--- config.mk ---
export PLATFORM = sky130hd
export DESIGN_NAME = cctl_adc_ctrl
export DESIGN_NICKNAME = d
export VERILOG_FILES = /design/src/hdl/cctl_pkg.sv /design/src/hdl/cctl_adc_ctrl.sv
export SDC_FILE = /design/constraint.sdc
export NUM_CORES = 1
export LEC_CHECK = 0
export BUFFER_PORTS_ARGS = -buffer_cell sky130_fd_sc_hd__buf_2
export CAP_MARGIN = 20
export CORE_MARGIN = 10
export CORE_UTILIZATION = 50
export DETAILED_ROUTE_END_ITERATION = 10
export GPL_TIMING_DRIVEN = 0
export PLACE_DENSITY_LB_ADDON = 0.05
export SLEW_MARGIN = 20
export SYNTH_ARGS = -nofsm -noshare
export SYNTH_HDL_FRONTEND = slang
export SYNTH_SLANG_ARGS = --single-unit
--- constraint.sdc ---
create_clock -name CLOCK -period 4.7 [get_ports CLOCK]
set_clock_uncertainty 0.2 [all_clocks]
set_input_delay 0.705 -clock CLOCK [delete_from_list [all_inputs] [get_ports CLOCK]]
set_output_delay 0.705 -clock CLOCK [all_outputs]
set_load 0.05 [all_outputs]
--- src/hdl/cctl_pkg.sv ---
// converter control package: addresses, field positions, reset values,
// start source codes, phase states and bus carrier types
// assumes a byte-wide special-function-register bus with byte and bit writes
package cctl_pkg;

  // ----------------------------------------------------------------
  // register addresses
  // ----------------------------------------------------------------
  localparam logic [7:0] CCTL_CTRL_ADDR = 8'hE8;   // converter_control
  localparam logic [7:0] CCTL_CFG_ADDR  = 8'hBC;   // sar_clock_divider lives here

  // ----------------------------------------------------------------
  // converter_control field positions and reset
  // ----------------------------------------------------------------
  localparam int         CCTL_EN_BIT    = 7;
  localparam int         CCTL_TM_BIT    = 6;
  localparam int         CCTL_DONE_BIT  = 5;
  localparam int         CCTL_BUSY_BIT  = 4;
  localparam int         CCTL_WIN_BIT   = 3;
  localparam logic [7:0] CCTL_CTRL_RST  = 8'h00;

  // configuration register: divider in 7:3, justify select in 2
  localparam int         CCTL_DIV_LSB   = 3;
  localparam int         CCTL_LJST_BIT  = 2;
  localparam logic [4:0] CCTL_DIV_RST   = 5'h1F;

  // ----------------------------------------------------------------
  // start source codes and timing
  // ----------------------------------------------------------------
  localparam logic [2:0] CCTL_SRC_SW    = 3'h0;
  localparam logic [2:0] CCTL_SRC_TMR0  = 3'h1;
  localparam logic [2:0] CCTL_SRC_TMRA  = 3'h2;
  localparam logic [2:0] CCTL_SRC_TMRB  = 3'h3;
  localparam logic [2:0] CCTL_SRC_EXT   = 3'h4;
  localparam logic [2:0] CCTL_SRC_TMRC  = 3'h5;
  localparam int         CCTL_TRACK_TICKS = 3;    // low-power track phase, sar clocks

  // ----------------------------------------------------------------
  // types
  // ----------------------------------------------------------------
  typedef enum logic [1:0] {
    CCTL_OFF,
    CCTL_IDLE,
    CCTL_TRACK,
    CCTL_CONV
  } cctl_phase_type;

  typedef struct packed {
    logic [7:0] addr;
    logic       rd;       // read strobe, data one cycle later
    logic       wr;       // byte write strobe
    logic [7:0] wdata;
    logic       bit_wr;   // single bit write strobe
    logic [2:0] bit_idx;
    logic       bit_val;
  } cctl_sfr_req_type;

endpackage : cctl_pkg

--- src/hdl/cctl_adc_ctrl.sv ---
// converter control and status: control register, start source select,
// sar clock divider, track and convert sequencing, sticky flags
// assumes one clock; start pin is asynchronous, timer pulses are on CLOCK
`timescale 1ns/1ns
`default_nettype none

module cctl_adc_ctrl #(
  parameter int CONV_TICKS = 11             // sar clocks per conversion
) (
  // clock, reset, enable
  input  wire logic                      CLOCK,
  input  wire logic                      SRST,
  input  wire logic                      CE,
  // register bus
  input  wire cctl_pkg::cctl_sfr_req_type SFR_REQ,
  output logic [7:0]                     SFR_RDATA,
  // start sources and compare result
  input  wire logic [3:0]                TIMER_OVF,
  input  wire logic                      EXT_START_PIN,
  input  wire logic                      WINDOW_MATCH,
  // converter status
  output logic                           CONV_ENABLED,
  output logic                           TRACKING,
  output logic                           CONVERTING,
  output logic                           BUSY,
  output logic                           SAR_TICK,
  output logic                           CONV_START,
  output logic                           CONV_DONE
);
  import cctl_pkg::*;

  // ----------------------------------------------------------------
  // elaboration check
  // ----------------------------------------------------------------
  if (CONV_TICKS < 1 || CONV_TICKS > 255) begin : g_bad_conv_ticks
    $error("CONV_TICKS must lie in 1..255");
  end

  localparam logic [7:0] TRACK_LAST = 8'(CCTL_TRACK_TICKS - 1);
  localparam logic [7:0] CONV_LAST  = 8'(CONV_TICKS - 1);

  // ----------------------------------------------------------------
  // state
  // ----------------------------------------------------------------
  typedef struct packed {
    logic           en;
    logic           tm;
    logic           done_f;
    logic           win_f;
    logic [2:0]     src;
    logic [4:0]     div;
    logic           ljst;
    cctl_phase_type phase;
    logic [7:0]     tick_cnt;
    logic [4:0]     div_cnt;
    logic [2:0]     sync;
    logic           pin_lvl;
    logic [7:0]     rdata;
    logic           start_p;
    logic           done_p;
  } cctl_state_type;

  localparam cctl_state_type STATE_RST = '{
    en: CCTL_CTRL_RST[CCTL_EN_BIT], tm: CCTL_CTRL_RST[CCTL_TM_BIT],
    done_f: CCTL_CTRL_RST[CCTL_DONE_BIT], win_f: CCTL_CTRL_RST[CCTL_WIN_BIT],
    src: CCTL_CTRL_RST[2:0], div: CCTL_DIV_RST, ljst: 1'b0, phase: CCTL_OFF,
    tick_cnt: 8'h00, div_cnt: 5'h00, sync: 3'h0, pin_lvl: 1'b0, rdata: 8'h00,
    start_p: 1'b0, done_p: 1'b0};

  cctl_state_type st_r;
  cctl_state_type st_nxt;

  logic       busy;
  logic       ctrl_hit;
  logic       cfg_hit;
  logic       ctl_wr;
  logic       sw_go;
  logic       pin_rise;
  logic       evt;
  logic       tick;
  logic [7:0] ctrl_rd;
  logic [7:0] cfg_rd;
  logic [7:0] wbyte;

  // start event of the selected source
  function automatic logic cctl_evt_sel(input logic [2:0] src, input logic sw,
                                        input logic [3:0] tmr, input logic pin);
    case (src)
      CCTL_SRC_SW:   cctl_evt_sel = sw;
      CCTL_SRC_TMR0: cctl_evt_sel = tmr[0];
      CCTL_SRC_TMRA: cctl_evt_sel = tmr[1];
      CCTL_SRC_TMRB: cctl_evt_sel = tmr[2];
      CCTL_SRC_EXT:  cctl_evt_sel = pin;
      CCTL_SRC_TMRC: cctl_evt_sel = tmr[3];
      default:       cctl_evt_sel = 1'b0;    // reserved codes start nothing
    endcase
  endfunction : cctl_evt_sel

  // ----------------------------------------------------------------
  // decode and readback
  // ----------------------------------------------------------------
  assign busy     = (st_r.phase == CCTL_TRACK) || (st_r.phase == CCTL_CONV);
  assign ctrl_hit = (SFR_REQ.addr == CCTL_CTRL_ADDR);
  assign cfg_hit  = (SFR_REQ.addr == CCTL_CFG_ADDR);
  assign ctl_wr   = ctrl_hit && (SFR_REQ.wr || SFR_REQ.bit_wr);
  assign ctrl_rd  = {st_r.en, st_r.tm, st_r.done_f, busy, st_r.win_f, st_r.src};
  assign cfg_rd   = {st_r.div, st_r.ljst, 2'b00};
  assign tick     = busy && (st_r.div_cnt == 5'h00);
  // a stable low-to-high change once the second and third stages agree
  assign pin_rise = (st_r.sync[1] == st_r.sync[2]) && st_r.sync[2] && !st_r.pin_lvl;

  // bit writes modify one bit of the current value
  always_comb begin
    wbyte = ctrl_rd;
    if (SFR_REQ.wr) begin
      wbyte = SFR_REQ.wdata;
    end else begin
      wbyte[SFR_REQ.bit_idx] = SFR_REQ.bit_val;
    end
  end

  // busy written to one requests a software start; zero does nothing
  assign sw_go = ctl_wr && (SFR_REQ.wr ? SFR_REQ.wdata[CCTL_BUSY_BIT]
                 : (SFR_REQ.bit_idx == 3'(CCTL_BUSY_BIT)) && SFR_REQ.bit_val);

  // ----------------------------------------------------------------
  // next state
  // ----------------------------------------------------------------
  always_comb begin
    st_nxt         = st_r;
    st_nxt.start_p = 1'b0;
    st_nxt.done_p  = 1'b0;
    evt            = 1'b0;
    // start pin synchroniser and filtered level
    st_nxt.sync = {st_r.sync[1:0], EXT_START_PIN};
    if (st_r.sync[1] == st_r.sync[2]) begin
      st_nxt.pin_lvl = st_r.sync[2];
    end
    // software writes first, so hardware sets below win
    if (ctl_wr) begin
      st_nxt.en     = wbyte[CCTL_EN_BIT];
      st_nxt.tm     = wbyte[CCTL_TM_BIT];
      st_nxt.done_f = wbyte[CCTL_DONE_BIT];
      st_nxt.win_f  = wbyte[CCTL_WIN_BIT];
      st_nxt.src    = wbyte[2:0];
    end
    if (cfg_hit && SFR_REQ.wr) begin
      st_nxt.div  = SFR_REQ.wdata[7:CCTL_DIV_LSB];
      st_nxt.ljst = SFR_REQ.wdata[CCTL_LJST_BIT];
    end
    // sar clock: one tick per div+1 system clocks while busy
    if (busy) begin
      st_nxt.div_cnt = tick ? st_r.div : st_r.div_cnt - 5'h01;
    end
    // start only counts when enabled before and after the write
    evt = st_r.en && st_nxt.en &&
          cctl_evt_sel(st_nxt.src, sw_go, TIMER_OVF, pin_rise);
    case (st_r.phase)
      CCTL_OFF: begin
        if (st_nxt.en) begin
          st_nxt.phase = CCTL_IDLE;
        end
      end
      CCTL_IDLE: begin
        if (evt) begin
          st_nxt.start_p  = 1'b1;
          st_nxt.tick_cnt = 8'h00;
          st_nxt.div_cnt  = st_nxt.div;
          if (st_nxt.tm && st_nxt.src != CCTL_SRC_EXT) begin
            st_nxt.phase = CCTL_TRACK;
          end else begin
            st_nxt.phase = CCTL_CONV;
          end
        end
      end
      CCTL_TRACK: begin
        if (tick) begin
          if (st_r.tick_cnt == TRACK_LAST) begin
            st_nxt.phase    = CCTL_CONV;
            st_nxt.tick_cnt = 8'h00;
          end else begin
            st_nxt.tick_cnt = st_r.tick_cnt + 8'h01;
          end
        end
      end
      CCTL_CONV: begin
        if (tick) begin
          if (st_r.tick_cnt == CONV_LAST) begin
            st_nxt.phase  = CCTL_IDLE;
            st_nxt.done_p = 1'b1;
            st_nxt.done_f = 1'b1;
          end else begin
            st_nxt.tick_cnt = st_r.tick_cnt + 8'h01;
          end
        end
      end
      default: st_nxt.phase = CCTL_OFF;
    endcase
    // disabling aborts any conversion and shuts the converter down
    if (!st_nxt.en) begin
      st_nxt.phase = CCTL_OFF;
    end
    // window match sets its flag over a same-cycle clear
    if (WINDOW_MATCH && st_r.en) begin
      st_nxt.win_f = 1'b1;
    end
    // registered read data, zero for other addresses
    if (SFR_REQ.rd) begin
      st_nxt.rdata = ctrl_hit ? ctrl_rd : (cfg_hit ? cfg_rd : 8'h00);
    end
  end

  // state register, frozen while CE is low
  always_ff @(posedge CLOCK) begin
    if (SRST) begin
      st_r <= STATE_RST;
    end else if (CE) begin
      st_r <= st_nxt;
    end
  end

  // ----------------------------------------------------------------
  // outputs
  // ----------------------------------------------------------------
  assign SFR_RDATA    = st_r.rdata;
  assign CONV_ENABLED = st_r.en;
  assign CONVERTING   = (st_r.phase == CCTL_CONV);
  assign BUSY         = busy;
  assign SAR_TICK     = tick;
  assign CONV_START   = st_r.start_p;
  assign CONV_DONE    = st_r.done_p;
  // tracking per mode: normal always idle, low-power external while pin low
  assign TRACKING = (st_r.phase == CCTL_TRACK) ||
                    ((st_r.phase == CCTL_IDLE) &&
                     (!st_r.tm || (st_r.src == CCTL_SRC_EXT && !st_r.pin_lvl)));
endmodule : cctl_adc_ctrl

`default_nettype wire

==> results of run 1 <==
worst paths after layout:
| path | depth (start not counted) | end | slack [ns] | start |
|---|---|---|---|---|
| worst max-delay path | 9 | st_r[14]$_SDFFE_PP0P_ | 1.22 | SFR_REQ[19] |
| worst min-delay path | 2 | SFR_RDATA[1]$_SDFFE_PP0P_ | 0.26 | SFR_RDATA[1]$_SDFFE_PP0P_ |
| worst min register to register | 2 | SFR_RDATA[1]$_SDFFE_PP0P_ | 0.26 | SFR_RDATA[1]$_SDFFE_PP0P_ |
| worst max register to register | 10 | st_r[20]$_SDFFE_PP0P_ | 1.50 | st_r[14]$_SDFFE_PP0P_ |
critical path, cell delays in order:
cell and delay, ns:
buf_2 0.11, nand4bb_1 0.28, nor3_1 0.66, o211ai_1 0.21, a211oi_1 0.65, nor4_4 0.12
nand2_1 0.28, mux2_2 0.39, o22ai_1 0.11
sequential cells by signal, summed over array words and instances (netlist names):
register	count
st_r	17
SFR_RDATA	8
cfg_rd	6
ctrl_rd	6
st_nxt	2
CONV_DONE	1
CONV_ENABLED	1
CONV_START	1
layer usage:
| layer | vias up | global-route usage |
|---|---|---|
| li1 | 1355 | - |
| met1 | 1276 | 0.213 |
| met2 | 61 | 0.287 |
| met3 | 11 | 0.0309 |
| met4 | 0 | 0.0586 |
| met5 | - | 0 |
area by class of cell:
class	instances	area (µm²)
multi-input combinational	266	1770
fill	563	2270
timing repair buffer	42	210
buffer	24	129
tap	72	90.1
inverter	14	52.6
sequential	42	841
clock buffer	6	82.6
clock inverter	1	30.0
through the flow:
step                utilization  area [µm²]
global placement          0.565        3090
global route              0.586        3210
finish                    0.586        3210
CTS                       0.586        3210
detailed placement        0.565        3090
floorplan                     -        2790
power groups by stage:
stage	registers (mW)	clock network [mW]	logic, mW
after global routing	0.366	0.313	0.108
after global placement	0.374	0	0.0970
after detailed placement	0.374	0	0.0980
final	0.365	0.297	0.0989
after floorplan	0.374	0	0.0637
after CTS	0.365	0.300	0.0984
cells by family (layout without fill, tap and decap cells):
| family | after synthesis | count (layout) | synth area share |
|---|---|---|---|
| and+or+nand+nor | 158 | 158 | 0.303 |
| AOI/OAI and AO/OA | 73 | 73 | 0.198 |
| muxes | 20 | 20 | 0.0748 |
| DFF | 42 | 42 | 0.301 |
| adders and majority gates | 8 | 8 | 0.0358 |
| buffers and inverters | 38 | 87 | 0.0650 |
| xor gates and xnor gates | 7 | 7 | 0.0220 |
cell usage in the layout (no fill, tap or decap), types with 7 or more instances in the layout:
| master | instances |
|---|---|
| nor2_1 | 44 |
| buf_2 | 43 |
| dfxtp_1 | 42 |
| nand2_1 | 32 |
| nand3_1 | 16 |
| inv_1 | 14 |
| nor3_1 | 14 |
| a21oi_1 | 14 |
| mux2i_1 | 13 |
| clkbuf_1 | 12 |
| o21ai_0 | 8 |
| ha_1 | 8 |
| buf_4 | 8 |
| mux2_2 | 7 |
==> impl_metrics.env, run 1 <==
export IMPL_status="finished, final reports clean"
export IMPL_period_share=0.741
export IMPL_drt_antenna_violating_nets=0
export IMPL_grt_max_degree=13
export IMPL_hold_path_class="reg2reg"
export IMPL_layout_drive_gt1_share=0.210
export IMPL_via_per_inst=5.79
export IMPL_yosys_area_top_type="dfxtp_1"
export IMPL_syn_area_um2=2790
export IMPL_highest_layer="met4"
export IMPL_p_int_uw=570
export IMPL_hold_viol_final=0
export IMPL_drtIter0Drc=173
export IMPL_synthTopCellsByArea="dfxtp_1 (30%), nor2_1 (5.9%), mux2i_1 (4.7%), nand2_1 (4.3%), ha_1 (3.6%)"
export IMPL_io_pins=47
export IMPL_grt_pass1_wl_mm=12.3
export IMPL_wire_per_inst_um=16.3
export IMPL_slew_headroom=0.280
export IMPL_seq_power_share=0.480
export IMPL_clkSlewWorstSetupHoldPaths_ns=0.08
export IMPL_worst_ep_arrival_time_ns=3.52
export IMPL_vias=2703
export IMPL_drt_met1_wl_mm=3.47
export IMPL_htreeDepth=2
export IMPL_fin_cells=467
export IMPL_p_comb_frac=0.130
export IMPL_setup_ws_ns=1.22
export IMPL_clock_fmax_ghz=0.287
export IMPL_avgSynthCellArea_um2=8.07
export IMPL_p_switching_uw=191
export IMPL_rsz0062_at_grt="false"
export IMPL_critPathRequiredTime_ns=4.73
export IMPL_p_leak_nw=1.25
export IMPL_switching_share=0.251
export IMPL_hold_buffers=0
export IMPL_synthFlopType="dfxtp_1"
export IMPL_dieArea_um2=8970
export IMPL_pre_cts_ws_ns=0.926
export IMPL_synth_edf_count=0
export IMPL_slew_viol_final=0
export IMPL_fin_crit_ns=3.48
export IMPL_grt_overflow_total=0
export IMPL_cts_tree="yes"
export IMPL_met3WireLength_um=399
export IMPL_synth_seq_area_share=0.301
export IMPL_drv_cap=0
export IMPL_criticalPathCategory="in2reg"
export IMPL_timing_setup_tns_ns=0
export IMPL_ir_drop_mv=0.118
export IMPL_ys_seq_elements=42
export IMPL_drc=0
export IMPL_power_uw=761
export IMPL_synth_cells=346
export IMPL_coreArea_um2=5470
export IMPL_hold_ws_ns=0.258
export IMPL_die_y_um=94.7
export IMPL_cp_end_kind="flop"
export IMPL_yosysMostFrequentCell="nor2_1"
export IMPL_nNetsFinal=435
export IMPL_setup_viol_count_final=0
export IMPL_area_growth_pct=14.8
export IMPL_drt_total_wl_mm=7.59
export IMPL_synth_top_area_frac=0.301
export IMPL_place_hpwl_mm=5.88
export IMPL_power_share_clock=0.390
export IMPL_clock_sinks=42
export IMPL_first_global_vias=2547
export IMPL_clk_latency_ns=0.30
export IMPL_cts_root_buf="clkbuf_8"
export IMPL_path_max_fanout=7
export IMPL_synth_cell_type_count=63
export IMPL_portBuffers=42
export IMPL_die_x_um=94.7
export IMPL_antenna_found_initial=0
export IMPL_post_cts_resized=0
export IMPL_met2WireLength_mm=3.62
export IMPL_dp_cells=460
export IMPL_grt_usage=0.171
export IMPL_place_gp_congestion=0.852
export IMPL_clock_path_buffers=2
export IMPL_ys_warn_count=0
export IMPL_crit_path_start_kind="input port"
export IMPL_antenna_cells=0
export IMPL_worstMarginPinSlew_ns=1.07
export IMPL_first_pass_iters=4
export IMPL_post_cts_buffers=0
export IMPL_numCtsBuffers=5
export IMPL_start_util=0.510
export IMPL_async_flop_share=0
export IMPL_synth_nets=386
export IMPL_rows=27
export IMPL_powerDensity_nw_per_um2=237
export IMPL_synth_commonest_cells="nor2_1 (44), dfxtp_1 (42), nand2_1 (32), nand3_1 (16)"
No activity file was read; power rests on OpenSTA's default activity.
==> inputs of run 2 (changes only) <==
- ABC_AREA: unset -> 1
- clock period: 4.7 -> 3.4 ns (I/O delays scaled with it)
==> run 2 against run 1 <==
Via count rose by 6.5%. Sequential cell count did not move. Die area rose by 0.81%. Cell count rose by 17%. Setup slack got worse by 0.56 ns. Sequential power rose by 45%. Global-route usage fell by 0.051 points. Sequential share of layout area fell by 0.21 points. First-iteration DRC count rose by 11%. Total power rose by 43%. Cell area rose by 0.82%.
==> impl_metrics.env, run 2 <==
export IMPL_cp_startpoint="st_r[27]$_SDFFE_PP0P_"
export IMPL_p_comb_frac=0.192
export IMPL_slew_viol_final=0
export IMPL_cts_tree="yes"
export IMPL_post_cts_resized=0
export IMPL_status="finished, final reports clean"
export IMPL_worstPathCellList="inv_1 -> ha_1 -> nor2_1 -> inv_1 -> nand2_1 -> nand2_1 -> nor3b_1 -> nand2_4 -> o21ai_1 -> nor2_1"
export IMPL_antenna_cells=0
export IMPL_ir_drop_mv=0.239
export IMPL_dieArea_um2=9050
export IMPL_final_common_cell="nand2_1"
export IMPL_power_share_clock=0.321
export IMPL_syn_area_um2=2820
export IMPL_grt_max_degree=17
export IMPL_hold_viol_final=0
export IMPL_synth_cells=421
export IMPL_clkSlewWorstSetupHoldPaths_ns=0.09
export IMPL_fin_area_um2=3230
export IMPL_grt_pass1_wl_mm=12.4
export IMPL_cp_end_kind="flop"
export IMPL_vias=2878
export IMPL_dpl_cell_area_um2=3140
export IMPL_seq_area_um2=841
export IMPL_rsz0062_at_grt="false"
export IMPL_ys_seq_elements=42
export IMPL_timing_setup_tns_ns=0
export IMPL_powerDensity_nw_per_um2=337
export IMPL_async_flop_share=0
export IMPL_clock_fmax_ghz=0.365
export IMPL_ys_warn_count=0
export IMPL_path_max_fanout=10
export IMPL_crit_family="simple AND/OR/NAND/NOR gates"
export IMPL_dp_cells=538
export IMPL_yosys_area_top_type="dfxtp_1"
export IMPL_hold_buffers=0
export IMPL_place_gp_congestion=0.893
export IMPL_p_switching_uw=351
export IMPL_layout_drive_gt1_share=0.198
export IMPL_rows=27
export IMPL_drv_cap=0
export IMPL_drtIter0Drc=192
export IMPL_crit_path_start_kind="flop"
export IMPL_start_util=0.512
export IMPL_antenna_found_initial=0
export IMPL_fin_crit_ns=2.74
export IMPL_wire_per_inst_um=14.1
export IMPL_clock_path_buffers=2
export IMPL_clock_sinks=42
export IMPL_numCtsBuffers=5
export IMPL_slew_headroom=0.561
export IMPL_die_x_um=95.1
export IMPL_die_y_um=95.1
export IMPL_area_growth_pct=14.5
export IMPL_p_int_uw=737
export IMPL_drt_total_wl_mm=7.68
export IMPL_post_cts_buffers=0
export IMPL_power_mw=1.09
export IMPL_max_stage_delay_ns=0.49
export IMPL_hold_path_class="in2reg"
export IMPL_coreArea_um2=5510
export IMPL_place_hpwl_mm=6.02
export IMPL_grt_usage=0.170
export IMPL_synth_commonest_cells="nand2_1 (78), inv_1 (60), dfxtp_1 (42), o21ai_0 (39)"
export IMPL_io_pins=47
export IMPL_nNetsFinal=513
export IMPL_regMostFlops="st_r"
export IMPL_p_leak_nw=1.48
export IMPL_switching_share=0.322
export IMPL_drt_antenna_violating_nets=0
export IMPL_synthTopCellsByArea="dfxtp_1 (30%), nand2_1 (10%), inv_1 (8.0%), o21ai_0 (6.9%), a21oi_1 (5.9%)"
export IMPL_avgSynthCellArea_um2=6.70
export IMPL_portBuffers=45
export IMPL_first_global_vias=2602
export IMPL_via_per_inst=5.27
export IMPL_synth_top_area_frac=0.298
export IMPL_critPathBufInv=2
export IMPL_worst_ep_arrival_time_ns=2.73
export IMPL_cts_root_buf="clkbuf_8"
export IMPL_largest_register_ffs=17
export IMPL_layout_common_cells="nand2_1 (78), inv_1 (60), buf_2 (46), dfxtp_1 (42), o21ai_0 (39)"
export IMPL_synth_nets=461
export IMPL_critPathRequiredTime_ns=3.39
export IMPL_fillers=538
export IMPL_synth_cell_type_count=40
export IMPL_synth_seq_area_share=0.298
export IMPL_worstMarginPinSlew_ns=0.659
export IMPL_period_share=0.805
export IMPL_yosysMostFrequentCell="nand2_1"
export IMPL_clk_latency_ns=0.30
export IMPL_crit_slowest_cell="nor2_1"
export IMPL_r2r_start="st_r[27]$_SDFFE_PP0P_"
export IMPL_hp_start="EXT_START_PIN"
export IMPL_multi_input_area_um2=1620
export IMPL_criticalPathCategory="reg2reg"
export IMPL_fin_cells=546
export IMPL_htreeDepth=2
export IMPL_drc=0
export IMPL_first_pass_iters=5
export IMPL_grt_overflow_total=0
export IMPL_seq_power_share=0.487
export IMPL_synthFlopType="dfxtp_1"
export IMPL_setup_viol_count_final=0
export IMPL_hold_ws_ns=0.227
export IMPL_synth_edf_count=0
## run 2: layout make-up
type / count / area share
plain buffers: 19 / 0.0341
clock buffers: 5 / 0.0213
clock inverters: 3 / 0.00813
inverters: 65 / 0.0770
multi-input cells: 295 / 0.502
flip-flops and latches: 42 / 0.260
well taps: 72 / 0.0279
repair buffers: 45 / 0.0697
## run 2: final timing paths
| path | endpoint | slack, ns | cells past startpoint |
|---|---|---|---|
| min | st_nxt[12]$_SDFFE_PP0P_ | 0.23 | 3 |
| max reg2reg | st_r[20]$_SDFFE_PP0P_ | 0.66 | 10 |
| max | st_r[20]$_SDFFE_PP0P_ | 0.66 | 10 |
| min reg2reg | ctrl_rd[3]$_SDFFE_PP0P_ | 0.28 | 2 |
## run 2: worst register-to-register path, stage by stage, from the launching register on
cell and delay [ns]:
dfxtp_1 0.40, inv_1 0.08, ha_1 0.23, nor2_1 0.49, inv_1 0.22, nand2_1 0.11, nand2_1 0.08, nor3b_1 0.33
nand2_4 0.18, o21ai_1 0.22, nor2_1 0.07
## run 2: metal layers
| layer | vias to the layer above | GRT usage | wire length, µm |
|---|---|---|---|
| met4 | 0 | 0.0399 | 66 |
| li1 | 1495 | - | - |
| met5 | - | 0 | 0 |
| met3 | 6 | 0.0416 | 451 |
| met1 | 1313 | 0.227 | 3720 |
| met2 | 64 | 0.268 | 3440 |
## run 2: power groups by stage
stage	clock network [mW]	registers (mW)	logic [mW]
6_report	0.350	0.530	0.209
5_1_grt	0.380	0.533	0.232
4_1_cts	0.358	0.530	0.208
3_5_place_dp	0	0.541	0.207
3_3_place_gp	0	0.540	0.205
2_1_floorplan	0	0.543	0.140
## run 2: kinds of logic after synthesis
family | share of synthesized area
XOR/XNOR | 0.0155
flip-flops | 0.298
buffers and inverters | 0.127
adder cells (fa/ha/maj) | 0.0355
AND/OR/NAND/NOR | 0.317
AO/OA/AOI/OAI | 0.207
## run 2: through the flow
| stage | util | worst slack, ns |
|---|---|---|
| 6_report | 0.587 | 0.663 |
| 5_1_grt | 0.587 | 0.428 |
| 4_1_cts | 0.587 | 0.651 |
| 3_5_place_dp | 0.570 | 0.688 |
| 3_3_place_gp | 0.570 | 0.730 |
| 2_1_floorplan | - | 0.506 |
==> inputs of run 3 (changes only) <==
- clock period: 3.4 -> 2.2 ns (I/O delays scaled with it)
==> run 3 against run 2 <==
Die area did not move. Via count rose by 2.9%. Sequential share of layout area fell by 1.8 points. Combinational power rose by 62%. Clock power rose by 120%. Total power rose by 76%. Sequential power rose by 54%. Non-clock buffer count rose by 12. Wire length rose by 3.7%. Sequential cell count did not move.
==> impl_metrics.env, run 3 (synthesis gave the netlist of run 2 again) <==
export IMPL_status="finished, final reports clean"
export IMPL_fillers=525
export IMPL_layout_drive_gt1_share=0.261
export IMPL_cp_end_kind="output port"
export IMPL_hold_viol_final=0
export IMPL_die_y_um=95.1
export IMPL_dp_cells=538
export IMPL_grt_overflow_total=0
export IMPL_grt_pass1_wl_mm=13.0
export IMPL_start_util=0.512
export IMPL_r2r_start="st_r[27]$_SDFFE_PP0P_"
export IMPL_rows=27
export IMPL_crit_family="buffers and inverters"
export IMPL_worstPathCellList="inv_1 -> ha_1 -> inv_1 -> o21ai_1 -> buf_2"
export IMPL_dieArea_um2=9050
export IMPL_path_common_cell="inv_1"
export IMPL_io_pins=47
export IMPL_clkSlewWorstSetupHoldPaths_ns=0.09
export IMPL_slew_viol_final=0
export IMPL_drc=0
export IMPL_drt_total_wl_mm=7.96
export IMPL_drv_cap=0
export IMPL_clock_sinks=42
export IMPL_grt_max_degree=15
export IMPL_portBuffers=45
export IMPL_fin_crit_ns=2.15
export IMPL_wire_per_inst_um=14.3
export IMPL_nNetsFinal=525
export IMPL_cp_startpoint="st_r[28]$_SDFFE_PP0P_"
export IMPL_crit_path_start_kind="flop"
export IMPL_drt_antenna_violating_nets=0
export IMPL_antenna_found_initial=0
export IMPL_place_hpwl_mm=5.97
export IMPL_fin_util=0.635
export IMPL_die_x_um=95.1
export IMPL_powerDensity_nw_per_um2=547
export IMPL_hp_start="EXT_START_PIN"
export IMPL_hold_ws_ns=0.0486
export IMPL_grt_usage=0.178
export IMPL_critPathBufInv=3
export IMPL_largest_register_ffs=17
export IMPL_ir_drop_mv=0.468
export IMPL_hold_path_class="in2reg"
export IMPL_slew_headroom=0.574
export IMPL_hold_buffers=0
export IMPL_htreeDepth=2
export IMPL_vias=2961
export IMPL_antenna_cells=0
export IMPL_regMostFlops="st_r"
export IMPL_period_share=0.976
export IMPL_critPathRequiredTime_ns=1.67
export IMPL_fin_cells=558
export IMPL_drtIter0Drc=120
export IMPL_cts_tree="yes"
export IMPL_cts_root_buf="clkbuf_8"
export IMPL_path_max_fanout=4
export IMPL_setup_viol_count_final=0
export IMPL_max_stage_delay_ns=0.36
export IMPL_final_common_cell="nand2_1"
export IMPL_worst_ep_arrival_time_ns=1.62
export IMPL_clk_latency_ns=0.30
export IMPL_via_per_inst=5.31
export IMPL_numCtsBuffers=5
export IMPL_area_growth_pct=24.0
export IMPL_criticalPathCategory="reg2out"
export IMPL_first_global_vias=2855
export IMPL_crit_slowest_cell="dfxtp_2"
export IMPL_p_leak_nw=1.57
export IMPL_first_pass_iters=5
export IMPL_place_gp_congestion=0.885
export IMPL_clock_fmax_ghz=0.466
export IMPL_clock_path_buffers=2
export IMPL_worstMarginPinSlew_ns=0.639
export IMPL_layout_common_cells="nand2_1 (76), inv_1 (56), buf_2 (45), dfxtp_1 (39), o21ai_0 (37)"
export IMPL_coreArea_um2=5510
## run 3: path summary, 6_finish.rpt
| path | endpoint | slack, ns | cells past startpoint |
|---|---|---|---|
| setup / recovery | TRACKING | 0.05 | 5 |
| hold / removal | st_nxt[12]$_SDFFE_PP0P_ | 0.05 | 3 |
| setup reg to reg | st_r[22]$_SDFFE_PP0P_ | 0.14 | 11 |
| hold reg to reg | ctrl_rd[3]$_SDFFE_PP0P_ | 0.28 | 2 |
## run 3: per-stage QoR
| stage | TNS [ns] | cell area (µm²) | total power [mW] | setup slack [ns] |
|---|---|---|---|---|
| 2_1_floorplan | -0.0169 | 2860 | 1.06 | -0.0169 |
| 3_3_place_gp | -2.10 | 3180 | 1.15 | -0.182 |
| 3_5_place_dp | -2.66 | 3180 | 1.16 | -0.222 |
| 4_1_cts | 0 | 3320 | 1.90 | 0.0266 |
| 5_1_grt | -0.0882 | 3500 | 1.99 | -0.0281 |
| 6_report | 0 | 3500 | 1.91 | 0.0527 |
## run 3: area by class of cell
cell class / instances / area (µm²) / share of cell area
Multi-Input combinational cell: 295 / 1710 / 0.489
Sequential cell: 42 / 847 / 0.242
Timing Repair Buffer: 57 / 350 / 0.100
Inverter: 65 / 254 / 0.0726
Buffer: 19 / 110 / 0.0315
Tap cell: 72 / 90.1 / 0.0258
Clock buffer: 5 / 68.8 / 0.0197
Clock inverter: 3 / 68.8 / 0.0197
## run 3: layer usage
layer | vias to the layer above | share of wire | GRT usage | wire, µm
li1 | 1515 | - | - | -
met1 | 1376 | 0.44 | 0.212 | 3490
met2 | 64 | 0.50 | 0.310 | 3950
met3 | 6 | 0.058 | 0.0463 | 462
met4 | 0 | 0.0075 | 0.0411 | 60
met5 | - | 0 | 0 | 0
## run 3: repair_timing
action / CTS / global route
resized for setup: 1 / 21
gates cloned: 0 / 0
buffers inserted: 1 / 11
pin swaps: 1 / 16
setup endpoints to repair: 9 / 17
## run 3: worst reg2reg max path, stage by stage, from the launching register on
cell and delay [ns]:
dfxtp_4 0.39, inv_2 0.04, ha_2 0.21, nor2_4 0.16
clkinvlp_4 0.12, nand2_1 0.07, nand2_1 0.10, nor3b_2 0.24
nand2_4 0.13, buf_4 0.16, nand2_1 0.05, a21oi_1 0.06
## run 3: where the power goes
group / internal, mW / total, mW / leakage [nW] / switching, mW
Combinational: 0.117 / 0.339 / 1.16 / 0.223
Sequential: 0.793 / 0.817 / 0.346 / 0.0239
Clock: 0.455 / 0.755 / 0.0683 / 0.300
Total: 1.37 / 1.91 / 1.57 / 0.547
